===== src/tap_params.svh =====
`ifndef TAP_PARAMS_SVH
`define TAP_PARAMS_SVH
`define TAP_IR_W        3
`define TAP_BSR_W       109
`define TAP_ID_W        32
`define TAP_OE_BIT      108
`define TAP_RESET_TMS_N 5
`define TAP_IR_CAPTURE  3'h1
`define TAP_OP_EXTEST   3'h0
`define TAP_OP_IDCODE   3'h1
`define TAP_OP_HIGHZ    3'h2
`define TAP_OP_SAMPLE   3'h4
`define TAP_OP_BYPASS   3'h7
`define TAP_REV_VAL     3'h5
`define TAP_PART_VAL    17'h0a5a5
`define TAP_MAKER_VAL   11'h2a5
`endif


===== src/tap_pkg.sv =====
package tap_pkg;
    typedef enum logic [3:0] {
        ST_RESET     = 4'b0000,
        ST_IDLE      = 4'b0001,
        ST_SEL_DR    = 4'b0010,
        ST_CAP_DR    = 4'b0011,
        ST_SHIFT_DR  = 4'b0100,
        ST_EXIT1_DR  = 4'b0101,
        ST_PAUSE_DR  = 4'b0110,
        ST_EXIT2_DR  = 4'b0111,
        ST_UPD_DR    = 4'b1000,
        ST_SEL_IR    = 4'b1001,
        ST_CAP_IR    = 4'b1010,
        ST_SHIFT_IR  = 4'b1011,
        ST_EXIT1_IR  = 4'b1100,
        ST_PAUSE_IR  = 4'b1101,
        ST_EXIT2_IR  = 4'b1110,
        ST_UPD_IR    = 4'b1111
    } tap_state_t;
endpackage


===== src/tap_pins_if.sv =====
`timescale 1ns/1ps
`default_nettype none
interface tap_pins_if;
    logic tck_rise;
    logic tck_fall;
    logic tms;
    logic tdi;
    modport src (output tck_rise, output tck_fall, output tms, output tdi);
    modport dst (input tck_rise, input tck_fall, input tms, input tdi);
endinterface
`default_nettype wire


===== src/tap_pin_sync.sv =====
`timescale 1ns/1ps
`default_nettype none
module tap_pin_sync (
    // Clock and reset
    input  wire logic clk,
    input  wire logic srst,
    // Raw pins
    input  wire logic tck,
    input  wire logic tms,
    input  wire logic tdi,
    // Synchronised pins and edges
    tap_pins_if.src   pins
);
    logic [2:0] s1;
    logic [2:0] s2;
    logic       tck_d;
    logic [2:0] next_s1;
    logic [2:0] next_s2;
    logic       next_tck_d;

    always_comb begin
        next_s1    = {tck, tms, tdi};
        next_s2    = s1;
        next_tck_d = s2[2];
    end

    always_ff @(posedge clk) begin
        if (srst) begin
            s1    <= 3'h0;
            s2    <= 3'h0;
            tck_d <= 1'b0;
        end else begin
            s1    <= next_s1;
            s2    <= next_s2;
            tck_d <= next_tck_d;
        end
    end

    assign pins.tck_rise = s2[2] & ~tck_d;
    assign pins.tck_fall = ~s2[2] & tck_d;
    assign pins.tms      = s2[1];
    assign pins.tdi      = s2[0];
endmodule
`default_nettype wire


===== src/tap_core.sv =====
// Functional notes
// RULE1: State advances per test-clock rise using mode-select
// RULE2: Identification holds revision and device-type fields
// RULE3: Identification bits 11:1 hold maker code
// RULE4: Identification bit 0 always one
// RULE5: Code 000 captures pin ring
// RULE6: Code 001 captures and shifts identification
// RULE7: Code 010 captures, shifts ring, outputs high-impedance
// RULE8: Code 100 captures ring, shifts, memory unaffected
// RULE9: Code 111 selects one-bit bypass
// RULE10: Controller never loads codes 011, 101, 110; the code loads them from the shift register and shifts through the bypass bit
// RULE11: Sample data in on rise, drive out on fall
// RULE12: Five high mode-selects reset; identification instruction loaded
// RULE13: Capture-instruction loads 01 into low bits
// RULE14: Bit 108 gates outputs under external-test; preset high
// RULE15: Shift registers toward data out, LSB first
`include "tap_params.svh"
`timescale 1ns/1ps
`default_nettype none
module tap_core import tap_pkg::*; #(
    parameter int BSR_W = `TAP_BSR_W
) (
    // Clock and reset
    input  wire logic             clk,
    input  wire logic             srst,
    // Test pins
    input  wire logic             tck,
    input  wire logic             tms,
    input  wire logic             tdi,
    output logic                  tdo,
    output logic                  tdo_oe_n,
    // Memory pin ring
    input  wire logic [BSR_W-1:0] ring_in,
    output logic      [BSR_W-1:0] ring_out,
    output logic                  extest_mode,
    output logic                  mem_out_hiz
);
    // Ring must be wide enough to hold the output-bus enable cell
    if (BSR_W <= `TAP_OE_BIT) begin
        $error("BSR_W too small");
    end

    localparam logic [`TAP_ID_W-1:0] ID_CODE =
        {`TAP_REV_VAL, `TAP_PART_VAL, `TAP_MAKER_VAL, 1'b1}; // Arbitrary values
    localparam logic [`TAP_IR_W-1:0] IR_CAP  = `TAP_IR_CAPTURE;

    tap_pins_if pins ();

    tap_pin_sync u_sync (
        .clk  (clk),
        .srst (srst),
        .tck  (tck),
        .tms  (tms),
        .tdi  (tdi),
        .pins (pins)
    );

    tap_state_t             state;
    logic [`TAP_IR_W-1:0]   ir_sh;
    logic [`TAP_IR_W-1:0]   ir;
    logic [`TAP_ID_W-1:0]   id_sh;
    logic                   byp;
    logic [BSR_W-1:0]       bsr_sh;
    logic [BSR_W-1:0]       bsr_up;

    tap_state_t             next_state;
    logic [`TAP_IR_W-1:0]   next_ir_sh;
    logic [`TAP_IR_W-1:0]   next_ir;
    logic [`TAP_ID_W-1:0]   next_id_sh;
    logic                   next_byp;
    logic [BSR_W-1:0]       next_bsr_sh;
    logic [BSR_W-1:0]       next_bsr_up;
    logic                   next_tdo;
    logic                   next_tdo_oe_n;
    logic                   next_extest_mode;
    logic                   next_mem_out_hiz;
    logic                   use_bsr;
    logic                   ser_out;

    always_comb begin
        next_state = state;
        if (pins.tck_rise) begin
            case (state) // RULE1
                ST_RESET:    next_state = pins.tms ? ST_RESET    : ST_IDLE;
                ST_IDLE:     next_state = pins.tms ? ST_SEL_DR   : ST_IDLE;
                ST_SEL_DR:   next_state = pins.tms ? ST_SEL_IR   : ST_CAP_DR;
                ST_CAP_DR:   next_state = pins.tms ? ST_EXIT1_DR : ST_SHIFT_DR;
                ST_SHIFT_DR: next_state = pins.tms ? ST_EXIT1_DR : ST_SHIFT_DR;
                ST_EXIT1_DR: next_state = pins.tms ? ST_UPD_DR   : ST_PAUSE_DR;
                ST_PAUSE_DR: next_state = pins.tms ? ST_EXIT2_DR : ST_PAUSE_DR;
                ST_EXIT2_DR: next_state = pins.tms ? ST_UPD_DR   : ST_SHIFT_DR;
                ST_UPD_DR:   next_state = pins.tms ? ST_SEL_DR   : ST_IDLE;
                ST_SEL_IR:   next_state = pins.tms ? ST_RESET    : ST_CAP_IR; // RULE12
                ST_CAP_IR:   next_state = pins.tms ? ST_EXIT1_IR : ST_SHIFT_IR;
                ST_SHIFT_IR: next_state = pins.tms ? ST_EXIT1_IR : ST_SHIFT_IR;
                ST_EXIT1_IR: next_state = pins.tms ? ST_UPD_IR   : ST_PAUSE_IR;
                ST_PAUSE_IR: next_state = pins.tms ? ST_EXIT2_IR : ST_PAUSE_IR;
                ST_EXIT2_IR: next_state = pins.tms ? ST_UPD_IR   : ST_SHIFT_IR;
                ST_UPD_IR:   next_state = pins.tms ? ST_SEL_DR   : ST_IDLE;
                default:     next_state = ST_RESET;
            endcase
        end
    end

    always_comb begin
        use_bsr = (ir == `TAP_OP_EXTEST) || (ir == `TAP_OP_HIGHZ) ||
                  (ir == `TAP_OP_SAMPLE); // RULE5 RULE7 RULE8
        next_ir_sh  = ir_sh;
        next_ir     = ir;
        next_id_sh  = id_sh;
        next_byp    = byp;
        next_bsr_sh = bsr_sh;
        next_bsr_up = bsr_up;
        if (pins.tck_rise) begin // RULE11
            case (state)
                ST_RESET: begin
                    next_ir = `TAP_OP_IDCODE; // RULE12
                    next_bsr_up[`TAP_OE_BIT] = 1'b1; // RULE14
                end
                ST_CAP_IR: next_ir_sh = {ir[`TAP_IR_W-1], IR_CAP[1:0]}; // RULE13
                ST_SHIFT_IR: next_ir_sh = {pins.tdi, ir_sh[`TAP_IR_W-1:1]}; // RULE15
                ST_UPD_IR: next_ir = ir_sh;
                ST_CAP_DR: begin
                    if (ir == `TAP_OP_IDCODE) next_id_sh = ID_CODE; // RULE2 RULE3 RULE4 RULE6
                    if (ir == `TAP_OP_BYPASS) next_byp = 1'b0; // RULE9
                    if (use_bsr) next_bsr_sh = ring_in; // RULE5 RULE7 RULE8
                end
                ST_SHIFT_DR: begin
                    if (ir == `TAP_OP_IDCODE) begin
                        next_id_sh = {pins.tdi, id_sh[`TAP_ID_W-1:1]}; // RULE15
                    end else if (use_bsr) begin
                        next_bsr_sh = {pins.tdi, bsr_sh[BSR_W-1:1]}; // RULE15
                    end else begin
                        next_byp = pins.tdi; // RULE9
                    end
                end
                ST_UPD_DR: if (use_bsr) next_bsr_up = bsr_sh;
                default: ;
            endcase
        end
    end

    always_comb begin
        if (state == ST_SHIFT_IR) ser_out = ir_sh[0];
        else if (ir == `TAP_OP_IDCODE) ser_out = id_sh[0];
        else if (use_bsr) ser_out = bsr_sh[0];
        else ser_out = byp;
        next_tdo      = tdo;
        next_tdo_oe_n = tdo_oe_n;
        if (pins.tck_fall) begin // RULE11
            next_tdo      = ser_out;
            next_tdo_oe_n = !((state == ST_SHIFT_IR) || (state == ST_SHIFT_DR));
        end
        next_extest_mode = (ir == `TAP_OP_EXTEST);
        next_mem_out_hiz = (ir == `TAP_OP_HIGHZ) ||
                           ((ir == `TAP_OP_EXTEST) && !bsr_up[`TAP_OE_BIT]); // RULE7 RULE14
    end

    always_ff @(posedge clk) begin
        if (srst) begin
            state       <= ST_RESET;
            ir_sh       <= `TAP_OP_IDCODE;
            ir          <= `TAP_OP_IDCODE; // RULE12
            id_sh       <= '0;
            byp         <= 1'b0;
            bsr_sh      <= '0;
            bsr_up      <= BSR_W'(1) << `TAP_OE_BIT; // RULE14
            tdo         <= 1'b0;
            tdo_oe_n    <= 1'b1;
            extest_mode <= 1'b0;
            mem_out_hiz <= 1'b0;
        end else begin
            state       <= next_state;
            ir_sh       <= next_ir_sh;
            ir          <= next_ir;
            id_sh       <= next_id_sh;
            byp         <= next_byp;
            bsr_sh      <= next_bsr_sh;
            bsr_up      <= next_bsr_up;
            tdo         <= next_tdo;
            tdo_oe_n    <= next_tdo_oe_n;
            extest_mode <= next_extest_mode;
            mem_out_hiz <= next_mem_out_hiz;
        end
    end

    assign ring_out = bsr_up;
endmodule
`default_nettype wire


===== config.mk =====
export PLATFORM = sky130hd
export DESIGN_NAME = tap_core
export DESIGN_NICKNAME = d
export VERILOG_FILES = /design/src/tap_pkg.sv /design/src/tap_pins_if.sv /design/src/tap_pin_sync.sv /design/src/tap_core.sv
export VERILOG_INCLUDE_DIRS = /design/src
export SDC_FILE = /design/constraint.sdc
export NUM_CORES = 1
export LEC_CHECK = 0
export ABC_AREA = 1
export BUFFER_PORTS_ARGS = -buffer_cell sky130_fd_sc_hd__buf_2
export CORE_MARGIN = 2
export CORE_UTILIZATION = 53
export CTS_CLUSTER_SIZE = 20
export DETAILED_ROUTE_END_ITERATION = 10
export PLACE_DENSITY = 0.81
export SLEW_MARGIN = 15
export SYNTH_ARGS = -nofsm -noshare
export SYNTH_HDL_FRONTEND = slang
export SYNTH_HIERARCHICAL = 1
export SYNTH_SLANG_ARGS = --single-unit
export TNS_END_PERCENT = 100

===== constraint.sdc =====
create_clock -name clk -period 3.5 [get_ports clk]
set_input_delay 1.05 -clock clk [delete_from_list [all_inputs] [get_ports clk]]
set_output_delay 1.05 -clock clk [all_outputs]
set_load 0.005 [all_outputs]

==> results of run 1 <==
-- flip-flops by register name (all words and copies together), names as in the netlist, 3 cells and up --
name            flops
u_sync/s2           3
ir                  3
ring_out          109
u_sync/next_s2      3
id_sh              32
ir_sh               3
state               4
bsr_sh            109
-- through the flow --
stage / worst slack, ns / hold WS (ns) / cell area, sq um
detailed placement: 0.951 / 0.397 / 11800
finish: 0.853 / 0.406 / 12700
global route: 0.600 / 0.427 / 12700
CTS: 0.922 / 0.405 / 12700
global placement: 1.03 / 0.394 / 11800
floorplan: 1.38 / 0.388 / 10800
-- worst min-delay path: stages (launching register included) --
cell and delay, ns:
dfxtp_1 0.30, inv_1 0.04, nor2_1 0.03
-- path summary, 6_finish.rpt --
kind	from	end	cells past startpoint
max	state[2]	bsr_sh[78]	8
max reg2reg	state[2]	bsr_sh[78]	8
min	u_sync/next_s2[2]	u_sync/s2[2]	2
min reg2reg	u_sync/next_s2[2]	u_sync/s2[2]	2
-- power by group --
part	switching [mW]	total [mW]	internal, mW	leakage [nW]
registers	0.00419	3.10	3.10	2.19
clock network	1.16	2.90	1.73	0.442
logic	0.130	0.232	0.102	2.83
-- kinds of logic after synthesis --
kind of cell           after synthesis  share of synthesized area
and+or+nand+nor                    260                     0.0988
DFF                                272                      0.505
AOI/OAI and AO/OA                  613                      0.286
buffers and inverters              262                      0.110
-- placed cells by master, fill, tap and decap left out, drive strengths merged --
cell	n
o21ai	347
dfxtp	272
a21oi	262
buf	235
nand2	197
inv	156
clkbuf	41
nor2	39
nand3	20
clkinv	4
o211ai	3
diode	2
nor3	2
bufinv	2
clkinvlp	2
a211oi	1
or2	1
nand3b	1
-- per-layer routing --
metal	GRT usage	wire length [microns]	up-vias
met4	0.0660	607	0
met5	0	0	-
met3	0.0350	1730	44
met1	0.299	10800	4354
li1	-	-	4975
met2	0.368	11700	316
-- final cells by class --
type,count,share of cell area
inverter,156,0.0468
sequential,272,0.428
clock buffer,41,0.0635
clock inverter,8,0.00747
tap,270,0.0265
timing repair buffer,235,0.100
multi-input combinational,873,0.328
antenna,2,0.000393
==> summary.md, run 1 <==
| Metric | Value |
|---|---|
| CTS tree | done |
| Critical path data arrival time | 3.03 ns |
| Area of the multi-input gates | 0.00417 sq mm |
| Area taken by flip-flops and latches | 0.00545 sq mm |
| Power Density | 490 mW/mm^2 |
| Skew-Pair Late Insertion Delay | 0.52 ns |
| Number of synthesized flops with an enable pin | 0 |
| Fraction of layout cells with a size suffix above 1 | 0.189 |
| Endpoints failing hold | 0 |
| Worst EP required | 3.89 ns |
| Crit path time final | 2.65 ns |
| CP Launch Type | register |
| Crit-path slowest cell | dfxtp_1 |
| First-pass GRT wire length | 40,900 microns |
| Async set-or-reset flop fraction in the synthesized netlist | 0 |
| Fill cells | 1,717 |
| Setup violations, final | 0 |
| Finished Layout Cells | 1,857 |
| # IOs | 227 |
| Syn nets | 1,521 |
| Cells after Synth | 1,407 |
| # rows | 52 |
| Routability cong. | 0.841 |
| Fin Setup TNS | 0 ns |
| Clk sinks | 272 |
| Vias per cell | 5.22 |
| Synthesized flop and latch total | 272 |
| Worst Setup End Kind | register |
| Skew final | 0.0110 ns |
| Routed WL | 24,800 microns |
| Type of the worst setup path | reg -> reg |
| Cell area after synthesis | 0.0108 sq mm |
| Delay-heaviest family, CP | simple AND/OR/NAND/NOR gates |
| Status | completed |
| Fin. max-slew vios | 0 |
| Yosys cell types | 26 |
| Ys flop type | dfxtp_1 |
| Synth-to-layout area growth | 18.1% |
| Total congestion overflow | 0 |
| Slew HR | 0.583 |
| Final HPWL DP | 15,600 microns |
| Peak VDD IR | 328 uV |
| RSZ-0062 raised after global routing | false |
| DRT antenna net count | 0 |
| Antenna violations before repair | 2 |
| Total CTS buffers | 27 |
| GR Util All Layers | 0.222 |
| Post-layout util | 0.633 |
| CP Buf/Inv Count | 2 |
| Clock buffer depth | 3 |
| Resized cells post-CTS | 0 |
| DR iter-0 viols | 585 |
| Worst-path cell chain | inv_2 > nor2_2 > nand2_8 > nand2_2 > nand2_8 > buf_12 > o21ai_0 > a21oi_1 |
| CP max stage delay | 0.54 ns |
| Worst-path fanout max | 114 |
| Number of global-route vias before repair | 8,674 |
| Final period util | 0.756 |
| Post-CTS setup buffers | 0 |
| DR DRC count | 0 |
| Register area share after synthesis | 0.505 |
| Max_cap viols | 0 |
| Synth top area share | 0.505 |
| Yosys warns | 6 |
| Clock Pin Slew Worst Setup and Hold Paths | 0.06 ns |
| Drt pass-1 iters | 7 |
| Tot Pwr | 6.23 mW |
| Fmax | 378 MHz |
| CP most frequent cell | nand2_8 |
| Tightest Pin Transition | 0.626 ns |
| Synth top cells by count | dfxtp_1 (272), a21oi_1 (262), o21ai_0 (236) |
| Synth area leaders | dfxtp_1 (51%), a21oi_1 (12%), o21ai_0 (11%) |
| Largest net degree at the start of global routing | 160 |
| Cell accounting for the most synthesized area | dfxtp_1 |
| Avg Cell Area, Syn | 7.66 sq um |
| Die Width | 147 microns |
| Root buffer cell | clkbuf_16 |
| Pleak | 5.47 nW |
| Inst Count DP | 1,806 |
| Min-delay worst type | reg -> reg |
| Die Area | 0.0215 sq mm |
| Final net count | 1,679 |
| Total vias in the final route | 9,689 |
| Most frequent cell after synthesis | dfxtp_1 |
| Initial core utilization | 0.536 |
| CTS Hold Buffers Added | 0 |
| R2r setup slk | 0.85 ns |
| H-tree Lvls | 1 |
| Die Height | 147 microns |
| Routed WL per cell | 13.4 microns |
| Number of buffers inserted by port buffering | 226 |
| Core ar. | 0.0201 sq mm |
No activity file was read; power rests on OpenSTA's default activity.
==> run 2, diff against run 1 <==
clock period = 2.5 ns   (was 3.5 ns; I/O delays follow)
==> run 2 against run 1 <==
Cell count increased by 0.75%. Combinational power increased by 44%. Cell area increased by 1.6%. Worst setup slack got worse by 0.60 ns. Maximum frequency increased by 18%. Clock skew increased by 0.0039 ns. Clock power increased by 46%. Global-route usage increased by 0.44 points. First-iteration DRC count increased by 3.8%. Sequential share of layout area decreased by 0.66 points. Register-to-register slack got worse by 0.60 ns. Die area unchanged.
==> summary.md, run 2 (synthesized netlist as in run 1, its figures left out) <==
| Metric | Value |
|---|---|
| Worst Hold Path EP | u_sync/s2[2] (unchanged) |
| DR DRC count | 0 (unchanged) |
| Synth-to-layout area growth | 20.0% (was 18.1%) |
| GR Util All Layers | 0.226 (was 0.222) |
| Peak VDD IR | 510 uV (was 328 uV) |
| Most frequent cells in the layout | dfxtp_1 (272), a21oi_1 (262), o21ai_0 (236) (unchanged) |
| Antenna violations before repair | 0 (was 2) |
| WHS Path Cells | 2 (unchanged) |
| GR peak layer | met2 (unchanged) |
| Clock Pin Slew Worst Setup and Hold Paths | 0.06 ns (about the same) |
| Root buffer cell | clkbuf_16 (unchanged) |
| Final period util | 0.900 (was 0.756) |
| Post-layout util | 0.643 (was 0.633) |
| Routed WL per cell | 13.6 microns (was 13.4 microns) |
| Min-delay worst type | reg -> reg (unchanged) |
| Die Area | 0.0215 sq mm (unchanged) |
| Skew final | 0.0149 ns (was 0.0110 ns) |
| Reg2reg end | bsr_sh[56] (was bsr_sh[78]) |
| Tightest Pin Transition | 0.596 ns (was 0.626 ns) |
| Clock buffer depth | 3 (unchanged) |
| Reg2Reg Depth | 8 (unchanged) |
| Total vias in the final route | 9,747 (was 9,689) |
| Final HPWL DP | 16,200 microns (was 15,600 microns) |
| Met2 Use GR | 0.362 (was 0.368) |
| Pleak | 5.58 nW (was 5.47 nW) |
| Largest net degree at the start of global routing | 140 (was 160) |
| Setup violations, final | 0 (unchanged) |
| Max_cap viols | 0 (unchanged) |
| # IOs | 227 (unchanged) |
| Core ar. | 0.0201 sq mm (unchanged) |
| CP Launch Type | register (unchanged) |
| Global Route met1 Usage | 0.318 (was 0.299) |
| Endpoints failing hold | 0 (unchanged) |
| Total CTS buffers | 28 (was 27) |
| Hold Startpoint | u_sync/next_s2[2] (unchanged) |
| Number of global-route vias before repair | 8,635 (was 8,674) |
| N_diodes | 0 (was 2) |
| Worst Setup End Kind | register (unchanged) |
| Total congestion overflow | 0 (unchanged) |
| First-pass GRT wire length | 41,600 microns (was 40,900 microns) |
| # rows | 52 (unchanged) |
| Worst EP required | 2.90 ns (was 3.89 ns) |
| Routability cong. | 0.859 (was 0.841) |
| CTS Hold Buffers Added | 0 (unchanged) |
| Worst-path fanout max | 139 (was 114) |
| Post-CTS setup buffers | 0 (unchanged) |
| Resized cells post-CTS | 0 (unchanged) |
| Fraction of layout cells with a size suffix above 1 | 0.199 (was 0.189) |
| Pre-CTS setup slack | 0.362 ns (was 0.951 ns) |
| Vias per cell | 5.21 (was 5.22) |
| CTS tree | done (unchanged) |
| Reg2reg start | state[2] (unchanged) |
| Type of the worst setup path | reg -> reg (unchanged) |
| Met3 global-route usage | 0.0331 (was 0.0350) |
| Fin Setup TNS | 0 ns (unchanged) |
| DRT antenna net count | 0 (unchanged) |
| Die Width | 147 microns (unchanged) |
| Fin. max-slew vios | 0 (unchanged) |
| Critical path data arrival time | 2.65 ns (was 3.03 ns) |
| Commonest non-fill, non-tap cell in the layout | dfxtp_1 (unchanged) |
| Die Height | 147 microns (unchanged) |
| Clk sinks | 272 (unchanged) |
| Number of buffers inserted by port buffering | 226 (unchanged) |
| R2r setup slk | 0.25 ns (was 0.85 ns) |
| Drt pass-1 iters | 5 (was 7) |
| Fmax | 444 MHz (was 378 MHz) |
| Initial core utilization | 0.536 (unchanged) |
| Slew HR | 0.603 (was 0.583) |
| H-tree Lvls | 1 (unchanged) |
| Final worst-path setup slack | 0.250 ns (was 0.853 ns) |
| Skew-Pair Late Insertion Delay | 0.54 ns (was 0.52 ns) |
| RSZ-0062 raised after global routing | false (unchanged) |
| Crit path time final | 2.25 ns (was 2.65 ns) |
| Routed WL | 25,500 microns (was 24,800 microns) |
| DR iter-0 viols | 607 (was 585) |
| Status | completed (unchanged) |
| Final net count | 1,694 (was 1,679) |
| Power Density | 689 mW/mm^2 (was 490 mW/mm^2) |
## run 2: cell count changes in the layout (fill, tap and decap cells not counted), sizes merged
cell,before,now
buf,235,249
clkinv,4,7
clkinvlp,2,1
diode,2,0
## run 2: cell type report
cell class	count	area, sq um
Clock buffer	41	840
Clock inverter	10	114
Tap cell	270	338
Timing Repair Buffer	249	1430
Sequential cell	272	5450
Multi-Input combinational cell	873	4170
Fill cell	1689	7170
Inverter	156	596
## run 2: power by group
group | leakage, nW | internal [mW] | switching [mW] | total (mW)
clock network | 0.473 | 2.53 | 1.70 | 4.23
logic | 2.92 | 0.149 | 0.185 | 0.334
registers | 2.19 | 4.34 | 0.00603 | 4.35
total | 5.58 | 7.02 | 1.90 | 8.91
## run 2: how the worst max path moves through the flow
stage	end	slack, ns	from
2_1_floorplan	id_sh[22]	0.68	srst
3_3_place_gp	bsr_sh[91]	0.45	state[2]
3_5_place_dp	bsr_sh[91]	0.36	state[2]
4_1_cts	bsr_sh[56]	0.34	state[2]
5_1_grt	bsr_sh[59]	0.14	state[2]
6_report	bsr_sh[56]	0.25	state[2]
## run 2: through the flow
stage	power [mW]	std cells	cell area, sq um	hold slack, ns
after floorplan	4.63	1407	10800	0.388
after global placement	4.77	1820	12000	0.392
after detailed placement	4.77	1820	12000	0.395
after CTS	9.00	1871	12900	0.399
after global routing	9.22	1871	12900	0.417
final	8.91	1871	12900	0.397
## run 2: layer usage
layer	up-vias	part of all wire
li1	5000	-
met1	4409	0.45
met2	302	0.47
met3	36	0.066
met4	0	0.022
met5	-	0
## run 2: worst max-delay path, cell delays in order (launching register included)
cell	delay (ns)
dfxtp_1	0.56
inv_2	0.10
nor2_2	0.25
nand2_8	0.23
nand2_2	0.22
nand2_8	0.08
buf_12	0.20
o21ai_0	0.28
a21oi_1	0.06
